<file path="config.mk">
export PLATFORM = sky130hd
export DESIGN_NAME = hsfs_ctrl
export DESIGN_NICKNAME = d
export VERILOG_FILES = /design/src/hw/hsfs_pkg.sv /design/src/hw/hsfs_tick.sv /design/src/hw/hsfs_ctrl.sv
export SDC_FILE = /design/constraint.sdc
export NUM_CORES = 1
export LEC_CHECK = 0
export ABC_AREA = 1
export BUFFER_PORTS_ARGS = -buffer_cell sky130_fd_sc_hd__buf_2
export CELL_PAD_IN_SITES_DETAIL_PLACEMENT = 0
export CELL_PAD_IN_SITES_GLOBAL_PLACEMENT = 1
export CORE_ASPECT_RATIO = 0.8
export CORE_MARGIN = 1
export CORE_UTILIZATION = 39
export DETAILED_ROUTE_END_ITERATION = 6
export PLACE_DENSITY_LB_ADDON = 0.1
export SLEW_MARGIN = 20
export SYNTH_ARGS = -nofsm -noshare
export SYNTH_HDL_FRONTEND = slang
export SYNTH_HIERARCHICAL = 1
export SYNTH_SLANG_ARGS = --single-unit
</file>
<file path="constraint.sdc">
create_clock -name i_clk_sys -period 3.5 [get_ports i_clk_sys]
set_clock_uncertainty 0.15 [all_clocks]
set_input_delay 0.525 -clock i_clk_sys [delete_from_list [all_inputs] [get_ports i_clk_sys]]
set_output_delay 0.525 -clock i_clk_sys [all_outputs]
set_load 0.01 [all_outputs]
</file>
<file path="src/hw/hsfs_pkg.sv">
// package of the high-side switch supervisor controller (host side)
// assumes one 10 MHz clock and a synchronous active-low reset
package hsfs_pkg;
  localparam int unsigned CLK_HZ          = 10_000_000;
  localparam int unsigned HOLD_US_PER_NF  = 50;
  localparam int unsigned CAP_MIN_NF      = 10;
  localparam int unsigned CAP_MAX_NF      = 100;
  localparam int unsigned CAP_DEF_NF      = 10;
  localparam int unsigned RESTART_FACTOR  = 32;
  localparam int unsigned MASK_MAX_US     = 200;
  localparam int unsigned COLD_HOLD_US_LO = 100;
  localparam int unsigned COLD_HOLD_US_HI = 50;
  // one-microsecond tick from the 10 MHz clock
  localparam int unsigned TICK_CYC        = CLK_HZ / 1_000_000;
  localparam int unsigned HOLD_DEF_US     = HOLD_US_PER_NF * CAP_DEF_NF;
  localparam int unsigned RESTART_DEF_US  = RESTART_FACTOR * HOLD_DEF_US;
  localparam int unsigned CNT_W           = 16;
  typedef enum logic [2:0] {
    HSFS_ST_OFF, HSFS_ST_ON, HSFS_ST_LIMIT, HSFS_ST_WAIT, HSFS_ST_HOT
  } hsfs_state_t;
endpackage

</file>
<file path="src/hw/hsfs_tick.sv">
// microsecond enable divider
// assumes the package tick constant matches the clock rate
module hsfs_tick (
  // clock and reset
  input  wire logic i_clk_sys,
  input  wire logic i_reset_n,
  // tick out
  output logic      o_tick
);
  import hsfs_pkg::*;
  logic [7:0] div_q;
  always_ff @(posedge i_clk_sys) begin
    if (!i_reset_n) begin
      div_q  <= 8'h00;
      o_tick <= 1'b0;
    end else if (div_q == 8'(TICK_CYC - 1)) begin
      div_q  <= 8'h00;
      o_tick <= 1'b1;
    end else begin
      div_q  <= div_q + 8'h01;
      o_tick <= 1'b0;
    end
  end
endmodule

</file>
<file path="src/hw/hsfs_ctrl.sv">
// host-side supervisor of a high-side switch: drives the command pin,
// keeps a model of the protection state and watches the fault indicator
// assumes all pin inputs are synchronous to i_clk_sys
module hsfs_ctrl #(
  parameter int unsigned HOLD_US    = hsfs_pkg::HOLD_DEF_US,
  parameter int unsigned RESTART_US = hsfs_pkg::RESTART_DEF_US,
  parameter int unsigned MASK_US    = hsfs_pkg::MASK_MAX_US
) (
  // clock and reset
  input  wire logic        i_clk_sys,
  input  wire logic        i_reset_n,
  // register port
  input  wire logic [3:0]  i_addr,
  input  wire logic [31:0] i_wdata,
  input  wire logic        i_wr,
  input  wire logic        i_rd,
  output logic [31:0]      o_rdata,
  // comparator levels
  input  wire logic        i_supply_ok,
  input  wire logic        i_supply_low,
  input  wire logic        i_over_temp,
  input  wire logic        i_temp_cooled,
  input  wire logic        i_over_current,
  input  wire logic        i_out_high,
  // device pins
  output logic             o_switch_cmd,
  input  wire logic        i_fault_indicator_n,
  output logic             o_fault_indicator_n_o,
  output logic             o_fault_indicator_n_oe,
  // status
  output logic             o_out_enable,
  output logic             o_thermal_flag,
  output logic             o_cutoff_flag,
  output logic             o_open_load_flag,
  output logic             o_fault_mismatch
);
  import hsfs_pkg::*;
  localparam logic [3:0] REG_CTRL = 4'h0;
  localparam logic [3:0] REG_STAT = 4'h4;
  logic        tick;
  logic        cmd_q, cut_en_q, lock_q, stage_q, ol_q, mis_q;
  logic [CNT_W-1:0] tmr_q, mask_q;
  hsfs_state_t st_q;
  logic        fault_d;

  hsfs_tick u_tick (
    .i_clk_sys (i_clk_sys),
    .i_reset_n (i_reset_n),
    .o_tick    (tick)
  );

  // control register: bit0 command, bit1 cut-off enable
  always_ff @(posedge i_clk_sys) begin
    if (!i_reset_n) begin
      cmd_q    <= 1'b0;
      cut_en_q <= 1'b1;
    end else if (i_wr && i_addr == REG_CTRL) begin
      cmd_q    <= i_wdata[0];
      cut_en_q <= i_wdata[1];
    end
  end

  // supply lockout with hysteresis
  always_ff @(posedge i_clk_sys) begin
    if (!i_reset_n) lock_q <= 1'b1;
    else if (i_supply_low) lock_q <= 1'b1;
    else if (i_supply_ok) lock_q <= 1'b0;
  end

  // protection state; counters run on the microsecond tick
  always_ff @(posedge i_clk_sys) begin
    if (!i_reset_n) begin
      st_q  <= HSFS_ST_OFF;
      tmr_q <= '0;
    end else begin
      unique case (st_q)
        HSFS_ST_OFF: begin
          if (i_over_temp) st_q <= HSFS_ST_HOT;
          else if (cmd_q && !lock_q) st_q <= HSFS_ST_ON;
        end
        HSFS_ST_ON: begin
          tmr_q <= '0;
          if (i_over_temp) st_q <= HSFS_ST_HOT;
          else if (!cmd_q || lock_q) st_q <= HSFS_ST_OFF;
          else if (i_over_current) st_q <= HSFS_ST_LIMIT;
        end
        HSFS_ST_LIMIT: begin
          if (i_over_temp) st_q <= HSFS_ST_HOT;
          else if (!cmd_q || lock_q) st_q <= HSFS_ST_OFF;
          else if (cut_en_q && tmr_q >= CNT_W'(HOLD_US - 1) && tick) begin
            st_q  <= HSFS_ST_WAIT;
            tmr_q <= '0;
          end else if (!i_over_current) st_q <= HSFS_ST_ON;
          else if (cut_en_q && tick) tmr_q <= tmr_q + 1'b1;
        end
        HSFS_ST_WAIT: begin
          if (i_over_temp) st_q <= HSFS_ST_HOT;
          else if (tick && tmr_q >= CNT_W'(RESTART_US - 1)) st_q <= HSFS_ST_OFF;
          else if (tick) tmr_q <= tmr_q + 1'b1;
        end
        HSFS_ST_HOT: begin
          if (i_temp_cooled && !i_over_temp) st_q <= HSFS_ST_OFF;
        end
      endcase
    end
  end

  // output stage model and open-load mask counter
  always_ff @(posedge i_clk_sys) begin
    if (!i_reset_n) begin
      stage_q <= 1'b0;
      mask_q  <= '0;
      ol_q    <= 1'b0;
    end else begin
      stage_q <= (st_q == HSFS_ST_ON || st_q == HSFS_ST_LIMIT) && cmd_q && !lock_q;
      if (cmd_q || !i_out_high) begin
        mask_q <= '0;
        ol_q   <= 1'b0;
      end else if (mask_q >= CNT_W'(MASK_US)) ol_q <= 1'b1;
      else if (tick) mask_q <= mask_q + 1'b1;
    end
  end

  // expected indicator from faults only, independent of command
  always_comb begin
    fault_d = (st_q == HSFS_ST_HOT) || (st_q == HSFS_ST_WAIT) || ol_q;
  end

  // mismatch between expected and observed indicator, sticky until read
  always_ff @(posedge i_clk_sys) begin
    if (!i_reset_n) mis_q <= 1'b0;
    else if (fault_d == i_fault_indicator_n) mis_q <= 1'b1;
    else if (i_rd && i_addr == REG_STAT) mis_q <= 1'b0;
  end

  // read port, data one cycle after strobe
  always_ff @(posedge i_clk_sys) begin
    if (!i_reset_n) o_rdata <= 32'h0000_0000;
    else if (i_rd && i_addr == REG_CTRL) o_rdata <= {30'h0, cut_en_q, cmd_q};
    else if (i_rd && i_addr == REG_STAT)
      o_rdata <= {25'h0, ~i_fault_indicator_n, mis_q, ol_q,
                  st_q == HSFS_ST_WAIT, st_q == HSFS_ST_HOT, lock_q, stage_q};
    else o_rdata <= 32'h0000_0000;
  end

  // host never pulls the indicator low; only its pull-up role is kept
  assign o_fault_indicator_n_o  = 1'b0;
  assign o_fault_indicator_n_oe = 1'b0;
  assign o_switch_cmd           = cmd_q;
  assign o_out_enable           = stage_q;
  assign o_thermal_flag         = st_q == HSFS_ST_HOT;
  assign o_cutoff_flag          = st_q == HSFS_ST_WAIT;
  assign o_open_load_flag       = ol_q;
  assign o_fault_mismatch       = mis_q;
endmodule

</file>
==> Word-level counts from Yosys, hierarchy flattened <==
Cells that the tools add are included.
{ "word_totals": {"register_bits": 82, "inputBits": 47, "output_inout_bits": 40, "word_cells": 102} }
{ "classes": {"n_addsub": 3, "magnitude_cmp": 3, "eq_ne": 19, "muxes": 27, "bitwise_logic": 4, "n_reduce_logical": 32} }
{ "ops": {"columns": ["cell", "n"], "rows": [
  ["2-to-1 mux 16 bit", 8],
  ["case mux 16 bit (3 select lines)", 1],
  ["2-to-1 mux 3 bit", 12],
  ["adder 16 x 1 -> 16 bit (second input constant)", 2],
  ["greater-or-equal comparator 16 x 14 -> 1 bit (second input constant)", 1],
  ["greater-or-equal comparator 16 x 8 -> 1 bit (second input constant)", 1],
  ["greater-or-equal comparator 16 x 9 -> 1 bit (second input constant)", 1],
  ["case mux 3 bit (5 select lines)", 1],
  ["logical AND 1 bit", 11],
  ["inequality test 3 bit (second input constant)", 3],
  ["adder 8 x 1 -> 8 bit (second input constant)", 1],
  ["equality test 8 x 4 -> 1 bit (second input constant)", 1],
  ["inequality test 2 bit (second input constant)", 4],
  ["AND reduction 8 bit", 1],
  ["OR reduction 2 bit", 4],
  ["equality test 3 x 2 -> 1 bit (second input constant)", 2],
  ["logical OR 1 bit", 5],
  ["inequality test 5 bit (second input constant)", 1],
  ["AND reduction 5 bit", 1],
  ["equality test 4 x 3 -> 1 bit (second input constant)", 1],
  ["zero test 1 bit", 4],
  ["zero test 4 bit", 1],
  ["2-to-1 mux 2 bit", 2],
  ["inequality test 2 x 1 -> 1 bit (second input constant)", 2],
  ["other kinds (12)", 17]
]} }

==> Depth between registers and ports, before layout <==
Gate-level depths: netlist of run 1.
{ "logic_depth": {"word_depth": 7, "mapped_depth": 14, "mapped_depth_nobuf": 14} }

==> By module <==
The synthesis of run 1 kept the hierarchy.
{ "by_module_without_submodules": {"columns": ["module", "instances", "cells_per_inst", "area_per_inst_um2", "seq_area_each_um2"], "rows": [
  ["hsfs_ctrl", 1, 399, 2650.0, 960.9],
  ["hsfs_tick", 1, 59, 416.6, 180.2]
]} }

==> Worst setup path before layout of run 1 <==
OpenSTA, ideal clock, no wires.
{ "synth_timing": {"path_kind": "register -> register", "from": "reg tmr_q[0]", "to": "reg tmr_q[10]", "setup_time_ns": 0.115, "arrival_ns": 1.536, "setup_slack_ns": 1.698, "path_stages_with_launch": 13, "period_less_slack_ns": 1.802, "path_cell_list": "dfxtp_1 -> ha_1 -> nand2_1 -> nor2_2 -> nand2_1 -> nand2_1 -> nand2_1 -> nand2_1 -> o21ai_2 -> nand3_2 -> buf_4 -> o21bai_1 -> nor2_1"} }
{ "synth_between": {"elab_chain_len": 7} }
{ "synth_rtl": {"columns": ["element", "line_no", "rtl"], "rows": [
  ["start: declaration", "hsfs_ctrl.sv:42", "logic [CNT_W-1:0] tmr_q, mask_q;"],
  ["start signal: assignment", "hsfs_ctrl.sv:94", "else if (cut_en_q && tick) tmr_q <= tmr_q + 1'b1;"],
  ["start signal: assignment", "hsfs_ctrl.sv:99", "else if (tick) tmr_q <= tmr_q + 1'b1;"],
  ["adder 16 x 1 -> 16 bit / greater-or-equal comparator 16 x 9 -> 1 bit (equally long branches)", "hsfs_ctrl.sv:94, hsfs_ctrl.sv:99, hsfs_ctrl.sv:90", null],
  ["2-to-1 mux 16 bit / logical AND 1 bit (equally long branches)", "hsfs_ctrl.sv:94, hsfs_ctrl.sv:90", null],
  ["2-to-1 mux 16 bit / logical AND 1 bit (equally long branches)", "hsfs_ctrl.sv:93, hsfs_ctrl.sv:90", null],
  ["2-to-1 mux 16 bit", "hsfs_ctrl.sv:90", "else if (cut_en_q && tmr_q >= CNT_W'(HOLD_US - 1) && tick) begin"],
  ["2-to-1 mux 16 bit", "hsfs_ctrl.sv:89", "else if (!cmd_q || lock_q) st_q <= HSFS_ST_OFF;"],
  ["2-to-1 mux 16 bit", "hsfs_ctrl.sv:88", "if (i_over_temp) st_q <= HSFS_ST_HOT;"],
  ["case mux 16 bit (3 select lines)", "hsfs_ctrl.sv:76", "unique case (st_q)"]
]} }
Several ways; a longest one is shown, not always the timed one. The select of a mux whose other input is x is not followed.
A chain may end at the register's enable or synchronous reset.

==> Final worst setup path of run 1 <==
{ "layout_timing": {"from": "reg tmr_q[0]", "to": "reg tmr_q[2]"} }
The elaborated chain is that of the path after synthesis.

==> impl_metrics.tcl, run 1 <==
set metrics [dict create \
    status "complete, no violations" \
    grt_max_degree 18 \
    leakagePower_nw 1.441 \
    hp-class "in -> reg" \
    initial_core_util_pct 40.90 \
    synth-edff-count 0 \
    crit_path_frequent_cell "nand2_1" \
    grt_pass1_vias 2339 \
    gp_congestion 0.8180 \
    drive_gt1_share_pct 12.96 \
    post_synth_num_cell_types 35 \
    hold_path_end "o_rdata[6]" \
    stdcell_count 599 \
    drv_cap 0 \
    relSlewSlack_pct 61.64 \
    num_rows 28 \
    whs_path_depth 2 \
    final_cell_mix "nand2_1 (101), nor2_1 (71), inv_1 (58)" \
    startpoint "tmr_q[0]" \
    cts-resized-gates 0 \
    viasPerCell 4.546 \
    r2r.worst_path.cells 11 \
    root_buffer "clkbuf_8" \
    synth_area_leaders "dfxtp_1 (37%), nand2_1 (12%), nor2_1 (8.7%)" \
    layout_commonest_cell "nand2_1" \
    grt_use_total_pct 18.40 \
    area_growth_pct 10.12 \
    grt_pass1_wl_mm 11.37 \
    fp.dieW_um 101.1 \
    port_buffers 29 \
    r2r_slack_ns 1.32 \
    ys_ff_latch 57 \
    drc 0 \
    clkSlewWorstSetupHoldPaths_ns 0.06 \
    fin_setup_tns_ns 0 \
    cts_sinks 57 \
    worstPathCellList "ha_1 -> nand2_1 -> nor2_2 -> nand2_1 -> nand2_1 -> nand2_1 -> nand2_1 -> o21ai_2 -> nand3_2 -> o21ai_0 -> nor2_1" \
    vdd_drop_max_mv 0.2117 \
    crit_type "reg -> reg" \
    worst_slew_pin_slew_ns 0.5719 \
    io-pin-count 87 \
    die_area_um2 8224 \
    drt-total-wl_mm 6.712 \
    cts_made_buffers 9 \
    rsz0062_at_grt "no" \
    grtUsageMet1_pct 25.99 \
    synthFlopType "dfxtp_1" \
    finalNetCount 544 \
    use_met2_pct 25.78 \
    min_period_ns 2.184 \
    firstDrtPassIters 4 \
    r2r-end "tmr_q[2]" \
    grt_overflow 0 \
    use_met3_pct 6.368 \
    post_cts_buffers 0 \
    grt-busiest-layer "met1" \
    yosysTopAreaCell "dfxtp_1" \
    ant_nets 0 \
    crit_path_end_kind "register" \
    synthArstFlopShare_pct 0 \
    postCtsHoldBufs 0 \
    avgRoutedWirePerCell_um 11.21 \
    synth_area_um2 3067 \
    dr.first_iter.drc_count 124 \
    finalSetupViolations 0 \
    hold_ws_ns 0.2133 \
    insertion_delay_ns 0.33 \
    hold_viol 0 \
    cts.htree.levels 3 \
    dpl_cell_area_um2 3208 \
    seq_area_frac_synth_pct 37.21 \
    power.total_mw 1.376 \
    cp_slowest_cell "dfxtp_1" \
    hp-start "i_fault_indicator_n" \
    fmax_mhz 457.9 \
    power_density_nw_per_um2 407.5 \
    dp.cells 586 \
    cp_max_fo 15 \
    dp_hpwl_mm 4.982 \
    drv_slew 0 \
    n_antenna_cell 0 \
    vias 2723 \
    startpoint_type "register" \
    required_ns 3.58 \
    synthCells 458 \
    r2r-start "tmr_q[0]" \
    arrival_ns 2.26 \
    syn_area_per_cell_um2 6.696 \
    antenna_found_initial 0 \
    fin_crit_sh_pct 62.39 \
    cts_tree "done" \
    finalInstanceArea_um2 3377 \
    die_h_um 81.32 \
    cts.path.max_buffers 2 \
    yosys_warnings 6 \
    core_um2 7497 \
    netlist.area_leader.share_pct 37.21 \
    cpPeakStageDelay_ns 0.36 \
]
## layout make-up
| type | instances | area [um2] |
|---|---|---|
| clock buffer | 13 | 168.9 |
| fill | 813 | 4120 |
| inverter | 65 | 244.0 |
| multi-input combinational | 330 | 1546 |
| sequential | 57 | 1141 |
| tap | 105 | 131.4 |
| timing repair buffer | 29 | 145.1 |
## synthesized netlist by cell type (all sizes together) (3+ instances only)
master and n:
a21oi 25, a31oi 3, buf 29, clkbuf 3
dfxtp 57, ha 5, inv 64, nand2 105
nand3 30, nand4 8, nor2 77, nor3 16
o21ai 22
## flip-flops by register name (all words and copies together) (netlist names)
| signal | flops |
|---|---|
| mask_q | 16 |
| tmr_q | 16 |
| u_tick/div_q | 8 |
| o_rdata | 7 |
| st_q | 3 |
| cut_en_q | 1 |
| lock_q | 1 |
| o_fault_mismatch | 1 |
| o_open_load_flag | 1 |
| o_out_enable | 1 |
| o_switch_cmd | 1 |
| u_tick/o_tick | 1 |
## logic make-up after synthesis
group                    Yosys count  share of synthesized area (%)
flip-flops                        57                          37.21
other                              1                         0.1223
buffers and inverters             97                          15.54
AND/OR/NAND/NOR                  238                          33.46
XOR/XNOR                           4                          1.143
adder cells (fa/ha/maj)            5                          2.040
AO/OA/AOI/OAI                     56                          10.49
## how the worst max path moves through the flow
stage                      to  slack (ns)  cells past startpoint
finish               tmr_q[2]        1.32                     11
global route         tmr_q[3]        1.09                     11
CTS                  tmr_q[2]        1.28                     11
detailed placement   tmr_q[2]        1.30                     11
global placement     tmr_q[2]        1.30                     11
floorplan           tmr_q[10]        1.70                     12
## critical path: cells and delay by family, from the launching register on
kind	cells	cell delay (ns)
DFF	1	0.36
AOI/OAI and AO/OA	2	0.47
adders and majority gates	1	0.23
and+or+nand+nor	8	0.86
## per-stage QoR
step / worst slack [ns] / util [%]
6_report: 1.316 / 45.04
5_1_grt: 1.091 / 45.04
4_1_cts: 1.281 / 45.04
3_5_place_dp: 1.305 / 42.79
3_3_place_gp: 1.301 / 42.79
2_1_floorplan: 1.698 / -
## report_power, final
group | switching, mW | internal (mW) | total [mW] | leakage [nW]
logic | 0.0982 | 0.0441 | 0.142 | 0.892
clock network | 0.247 | 0.303 | 0.550 | 0.0875
registers | 0.0177 | 0.666 | 0.684 | 0.462
total | 0.363 | 1.01 | 1.38 | 1.44
## layer usage
layer  wire (um)  part of all wire (%)  vias to the layer above
met1        3621                    54                     1188
met3         378                   5.6                        7
li1            -                     -                     1457
met4          80                   1.2                        0
met5           0                     0                        -
met2        2631                    39                       71
(Power assumes the default switching activity.)
==> inputs of run 2 (changes only) <==
--- a/config.mk
+++ b/config.mk
@@ -5,13 +5,13 @@
 export SDC_FILE = /design/constraint.sdc
 export NUM_CORES = 1
 export LEC_CHECK = 0
-export ABC_AREA = 1
+export ABC_AREA = 0
 export BUFFER_PORTS_ARGS = -buffer_cell sky130_fd_sc_hd__buf_2
 export CELL_PAD_IN_SITES_DETAIL_PLACEMENT = 0
 export CELL_PAD_IN_SITES_GLOBAL_PLACEMENT = 1
 export CORE_ASPECT_RATIO = 0.8
 export CORE_MARGIN = 1
-export CORE_UTILIZATION = 39
+export CORE_UTILIZATION = 34
 export DETAILED_ROUTE_END_ITERATION = 6
 export PLACE_DENSITY_LB_ADDON = 0.1
 export SLEW_MARGIN = 20
==> constraint.sdc (replaced) <==
create_clock -name i_clk_sys -period 1.9 [get_ports i_clk_sys]
set_clock_uncertainty 0.15 [all_clocks]
set_input_delay 0.285 -clock i_clk_sys [delete_from_list [all_inputs] [get_ports i_clk_sys]]
set_output_delay 0.285 -clock i_clk_sys [all_outputs]
set_load 0.01 [all_outputs]
==> run 2 against run 1 <==
- critical path depth down 3
- sequential power up 80%
- clock power up 120%
- synthesized cell count down 29%
- combinational power up 50%
- flip-flop and latch count unchanged
- die area up 8.6%
- critical endpoint is now tmr_q[12]
- critical path type unchanged
- register-to-register slack worse by 1.3 ns
- non-clock buffer count up 62
- the flow now finishes with violations (negative setup slack)
- routed wire length up 1.1%
- synthesized area down 5.2%
- sequential share of layout area down 4.5 points
==> impl_metrics.tcl, run 2 <==
set metrics [dict create \
    cp.depth 8 \
    post_synth_num_cell_types 61 \
    top_regs "mask_q: 16 flops, tmr_q: 16 flops, u_tick/div_q: 8 flops" \
    insertion_delay_ns 0.33 \
    fin_crit_sh_pct 100.2 \
    final_cell_mix "buf_4 (53), dfxtp_1 (50), nor2_1 (34)" \
    synth-edff-count 0 \
    cts_sinks 57 \
    grt_use_total_pct 16.57 \
    layout_commonest_cell "buf_4" \
    synthArstFlopShare_pct 0 \
    seq_area_frac_synth_pct 39.24 \
    hp-start "i_wdata[1]" \
    startpoint "tmr_q[10]" \
    drv_slew 0 \
    startpoint_type "register" \
    required_ns 2.01 \
    syn_area_per_cell_um2 8.892 \
    initial_core_util_pct 35.94 \
    worstPathCellList "nor4_2 -> buf_4 -> nand3_1 -> o211ai_4 -> buf_12 -> nor2_4 -> a21bo_1 -> o22ai_1" \
    viasPerCell 4.679 \
    core_um2 8092 \
    power_frac_comb_pct 8.0 \
    cp_slowest_cell "dfxtp_2" \
    clkSlewWorstSetupHoldPaths_ns 0.07 \
    cpPeakStageDelay_ns 0.33 \
    drive_gt1_share_pct 35.13 \
    hold_viol 0 \
    relSlewSlack_pct 66.32 \
    area_growth_pct 34.98 \
    path_delay_family "compound AO/OA/AOI/OAI gates" \
    avgRoutedWirePerCell_um 12.69 \
    vdd_drop_max_mv 0.5546 \
    yosysTopAreaCell "dfxtp_1" \
    status "finished, violations left" \
    grt_max_degree 11 \
    dp.cells 507 \
    fp.dieW_um 105.4 \
    synthCells 327 \
    grt_pass1_vias 2364 \
    drc 0 \
    stdcell_count 535 \
    die_h_um 84.72 \
    cts_tree "done" \
    hp-class "in -> reg" \
    ys_ff_latch 57 \
    dr.first_iter.drc_count 77 \
    switchingPower_mw 0.6406 \
    yosysMostFrequentCell "dfxtp_1" \
    firstDrtPassIters 4 \
    grt_overflow 0 \
    timing.final.ws_setup_ns -0.003170 \
    drt-total-wl_mm 6.788 \
    cp_max_fo 8 \
    fin_setup_tns_ns -0.003170 \
    io-pin-count 87 \
    synthFlopType "dfxtp_1" \
    cts_made_buffers 9 \
    n_antenna_cell 0 \
    yosys_warnings 6 \
    leakagePower_nw 1.666 \
    cp-endpoint "tmr_q[12]" \
    r2r-start "tmr_q[10]" \
    rsz0062_at_grt "yes" \
    ant_nets 0 \
    crit_type "reg -> reg" \
    die_area_um2 8929 \
    fmax_mhz 525.4 \
    synth_area_leaders "dfxtp_1 (39%), buf_4 (7.0%), nor2_1 (4.9%)" \
    cts.path.max_buffers 2 \
    grt_pass1_wl_mm 11.48 \
    cts.htree.levels 3 \
    r2r-end "tmr_q[12]" \
    netlist.area_leader.share_pct 39.24 \
    cp_num_buf_inv 2 \
    antenna_found_initial 0 \
    finalSetupViolations 1 \
    num_rows 29 \
    p_seq_share_pct 46.3 \
    synthTopCellsByCount "dfxtp_1 (57), nor2_1 (38), buf_4 (27)" \
    r2r.worst_path.cells 8 \
    arrival_ns 2.01 \
    p_int_mw 2.013 \
    worst_slew_pin_slew_ns 0.5014 \
    root_buffer "clkbuf_8" \
    dp_hpwl_mm 5.035 \
    violations "negative setup slack" \
    p_clk_share_pct 45.7 \
    gp_congestion 0.7526 \
    vias 2503 \
    post-route-util_pct 48.51 \
    r2r_slack_ns -0.003 \
    min_period_ns 1.903 \
    power_density_nw_per_um2 676.1 \
    netSwitchingFraction_pct 24.14 \
    synth_area_um2 2908 \
    drv_cap 0 \
    crit_path_end_kind "register" \
    finalNetCount 474 \
    port_buffers 29 \
]
-- run 2: cell types whose count changed after synthesis, sizes merged, moves of 14 or more --
cell | previous run | this run
inv | 64 | 12
nand3 | 30 | 16
nand2 | 105 | 26
nor2 | 77 | 41
-- run 2: per-stage QoR --
step	hold slack, ns	area (um2)	total power [mW]	worst slack (ns)
2_1_floorplan	0.2074	3010	1.406	0.04010
3_3_place_gp	0.2816	3440	1.443	-0.08053
3_5_place_dp	0.2863	3440	1.444	-0.1132
4_1_cts	0.003329	3811	2.691	-0.08849
5_1_grt	0.008114	3925	2.786	-0.07604
6_report	0.02523	3925	2.654	-0.003170
-- run 2: final cells by class --
type,instances,area [um2]
Fill cell,813,4167
Multi-Input combinational cell,251,1717
Sequential cell,57,1150
Timing Repair Buffer,91,663.1
Clock buffer,12,165.2
Tap cell,108,135.1
Clock inverter,4,50.05
Inverter,12,45.04
-- run 2: timing repair --
item / 4_1_cts / 5_1_grt
pin swaps: 11 / 11
endpoints found under the hold margin: 2 / 0
buffers inserted: 6 / 3
hold buffers: 2 / 0
endpoints found under the setup margin: 18 / 21
gates resized for setup: 19 / 22
gates cloned: 1 / 0
-- run 2: worst reg2reg max path: stages (launching register included) --
cell and delay (ns):
dfxtp_2 0.33, nor4_2 0.28, buf_4 0.17, nand3_1 0.13
o211ai_4 0.23, buf_12 0.17, nor2_4 0.07, a21bo_1 0.16
o22ai_1 0.13
-- run 2: kinds of logic after synthesis --
logic type | Yosys count | synth area share (%)
compound gates | 49 | 12.44
xor+xnor | 18 | 5.422
fa+ha+maj | 5 | 2.151
buf+inv | 46 | 10.03
flops | 57 | 39.24
mux | 5 | 1.721
other cells | 1 | 0.1290
simple gates | 146 | 28.87
-- run 2: layer usage --
| layer | vias up | global-route usage, % | wire length (um) |
|---|---|---|---|
| li1 | 1284 | - | - |
| met1 | 1156 | 23.95 | 3631 |
| met2 | 53 | 23.44 | 2820 |
| met3 | 10 | 5.202 | 255 |
| met4 | 0 | 4.609 | 80 |
| met5 | - | 0 | 0 |
-- run 2: worst min path at each step --
stage | to | depth (start not counted)
after floorplan | o_rdata[6] | 1
after global placement | o_rdata[5] | 2
after detailed placement | o_rdata[5] | 2
after CTS | cut_en_q | 3
after global routing | cut_en_q | 3
final | cut_en_q | 3
-- run 2: power by group through the flow --
| stage | logic [mW] | clock network (mW) | registers [mW] |
|---|---|---|---|
| 3_5_place_dp | 0.191 | 0 | 1.25 |
| 6_report | 0.213 | 1.21 | 1.23 |
| 5_1_grt | 0.239 | 1.32 | 1.23 |
| 3_3_place_gp | 0.190 | 0 | 1.25 |
| 4_1_cts | 0.206 | 1.26 | 1.23 |
| 2_1_floorplan | 0.158 | 0 | 1.25 |
==> inputs of run 3 (changes only) <==
--- a/config.mk
+++ b/config.mk
@@ -11,10 +11,10 @@
 export CELL_PAD_IN_SITES_GLOBAL_PLACEMENT = 1
 export CORE_ASPECT_RATIO = 0.8
 export CORE_MARGIN = 1
-export CORE_UTILIZATION = 34
+export CORE_UTILIZATION = 35
+export CTS_BUF_LIST = sky130_fd_sc_hd__clkbuf_8
 export DETAILED_ROUTE_END_ITERATION = 6
 export PLACE_DENSITY_LB_ADDON = 0.1
-export SLEW_MARGIN = 20
 export SYNTH_ARGS = -nofsm -noshare
 export SYNTH_HDL_FRONTEND = slang
 export SYNTH_HIERARCHICAL = 1
==> run 3 against run 2 <==
- the run still ends with negative setup slack left
- combinational power is 3% higher
- clock power shrank 11%
- setup slack got worse by 0.073 ns
- sequential share of layout area about the same
- flip-flop and latch count is the same
- critical path depth is the same
- die area fell by 2.8%
- power is 5.1% lower
- cell area increased by 0.77%
- critical path type unchanged
==> impl_metrics.tcl, run 3 (same netlist as run 2, synthesis figures left out) <==
set metrics [dict create \
    rsz0062_at_grt "yes" \
    finalInstanceArea_um2 3955 \
    use_met2_pct 23.58 \
    drc 0 \
    cts_tree "done" \
    vias 2503 \
    io-pin-count 87 \
    area_growth_pct 36.02 \
    grt_max_degree 18 \
    r2r_slack_ns -0.08 \
    status "finished, violations left" \
    final_cell_mix "buf_4 (53), dfxtp_1 (46), nor2_1 (35)" \
    grt_pass1_vias 2295 \
    fp.dieW_um 103.9 \
    path_delay_family "simple AND/OR/NAND/NOR gates" \
    die_h_um 83.53 \
    grtUsageMet1_pct 21.70 \
    hold_path_end "o_switch_cmd" \
    cts.htree.levels 3 \
    timing.final.ws_setup_ns -0.07568 \
    die_area_um2 8679 \
    core_um2 7983 \
    avgRoutedWirePerCell_um 12.38 \
    grt_overflow 0 \
    drt-total-wl_mm 6.611 \
    antenna_found_initial 0 \
    cp.depth 8 \
    ant_nets 0 \
    cts_made_buffers 9 \
    grt_pass1_wl_mm 10.78 \
    cts.path.max_buffers 2 \
    root_buffer "clkbuf_8" \
    cp_num_buf_inv 2 \
    dr.first_iter.drc_count 92 \
    n_antenna_cell 0 \
    top_regs "mask_q: 16 flops, tmr_q: 16 flops, u_tick/div_q: 8 flops" \
    firstDrtPassIters 4 \
    fmax_mhz 506.2 \
    hold_viol 0 \
    power_density_nw_per_um2 636.9 \
    min_period_ns 1.976 \
    cp_max_fo 5 \
    fin_crit_sh_pct 104.0 \
    gp_congestion 0.7441 \
    r2r.worst_path.cells 8 \
    post-route-util_pct 49.55 \
    viasPerCell 4.687 \
    dp_hpwl_mm 4.672 \
    hp-class "in -> reg" \
    use_met3_pct 4.762 \
    startpoint_type "register" \
    finalSetupViolations 11 \
    hold_ws_ns 0.03272 \
    worstPathCellList "buf_6 -> and4_4 -> and2_4 -> o211a_4 -> buf_12 -> nor4b_4 -> xnor2_1 -> nor2_2" \
    initial_core_util_pct 36.43 \
    drv_cap 0 \
    leakagePower_nw 1.643 \
    violations "negative setup slack" \
    grt_use_total_pct 15.94 \
    finalNetCount 474 \
    power.total_mw 2.519 \
    whs_path_depth 3 \
    dpl_cell_area_um2 3440 \
    r2r-start "tmr_q[10]" \
    drive_gt1_share_pct 36.62 \
    layout_commonest_cell "buf_4" \
    cpPeakStageDelay_ns 0.35 \
    clkSlewWorstSetupHoldPaths_ns 0.07 \
    cp_slowest_cell "nor4b_4" \
    num_rows 29 \
    required_ns 1.98 \
    vdd_drop_max_mv 0.3602 \
    drv_slew 0 \
    insertion_delay_ns 0.34 \
    port_buffers 29 \
    crit_path_end_kind "register" \
    r2r-end "tmr_q[9]" \
    arrival_ns 2.06 \
    cts_sinks 57 \
    grt-busiest-layer "met2" \
    hp-start "i_wdata[0]" \
    crit_type "reg -> reg" \
]
## run 3: area by class of cell
cell class / instances / area, um2
fillers: 788 / 4028
clock buffers: 9 / 123.9
clock inverters: 6 / 61.31
flip-flops and latches: 57 / 1160
multi-input cells: 251 / 1749
well taps: 108 / 135.1
repair buffers: 91 / 680.7
inverters: 12 / 45.04
## run 3: where the power goes
group	internal [mW]	total, mW	switching, mW
Sequential	1.21	1.22	0.0141
Combinational	0.0971	0.220	0.123
Clock	0.590	1.08	0.488
Total	1.89	2.52	0.625
## run 3: worst max path at each step
stage	startpoint	end	slack [ns]
finish	tmr_q[10]	tmr_q[9]	-0.08
detailed placement	tmr_q[0]	tmr_q[3]	-0.06
floorplan	tmr_q[0]	tmr_q[10]	0.04
CTS	tmr_q[10]	tmr_q[9]	-0.07
global placement	tmr_q[10]	tmr_q[9]	-0.05
global route	tmr_q[10]	tmr_q[9]	-0.16
## run 3: worst register-to-register path: cells and delay by family, from the launching register on
family                 cells  cell delay, ns
AO/OA/AOI/OAI              1            0.27
XOR/XNOR                   1            0.18
buffers and inverters      2            0.25
flip-flops                 1            0.33
AND/OR/NAND/NOR            4            0.70
## run 3: per-stage QoR
stage          cells  TNS, ns  setup WS (ns)
2_1_floorplan    353        0        0.04010
3_3_place_gp     507  -0.3474       -0.05406
3_5_place_dp     507  -0.3838       -0.06017
4_1_cts          529  -0.2171       -0.06838
5_1_grt          534   -1.513        -0.1641
6_report         534  -0.3400       -0.07568
## run 3: repair_timing
item                       CTS  global route
cloned                       1             1
setup buffers                3             5
setup endpoints to repair   14            21
resized for setup            5            40
pin swaps                    3            14
hold buffers                 3             0
hold endpoints to repair     3             0
## run 3: layer usage
layer / part of all wire [%] / routed length, um
met5: 0 / 0
met4: 1.5 / 98
met3: 3.4 / 228
met2: 43 / 2851
met1: 52 / 3432
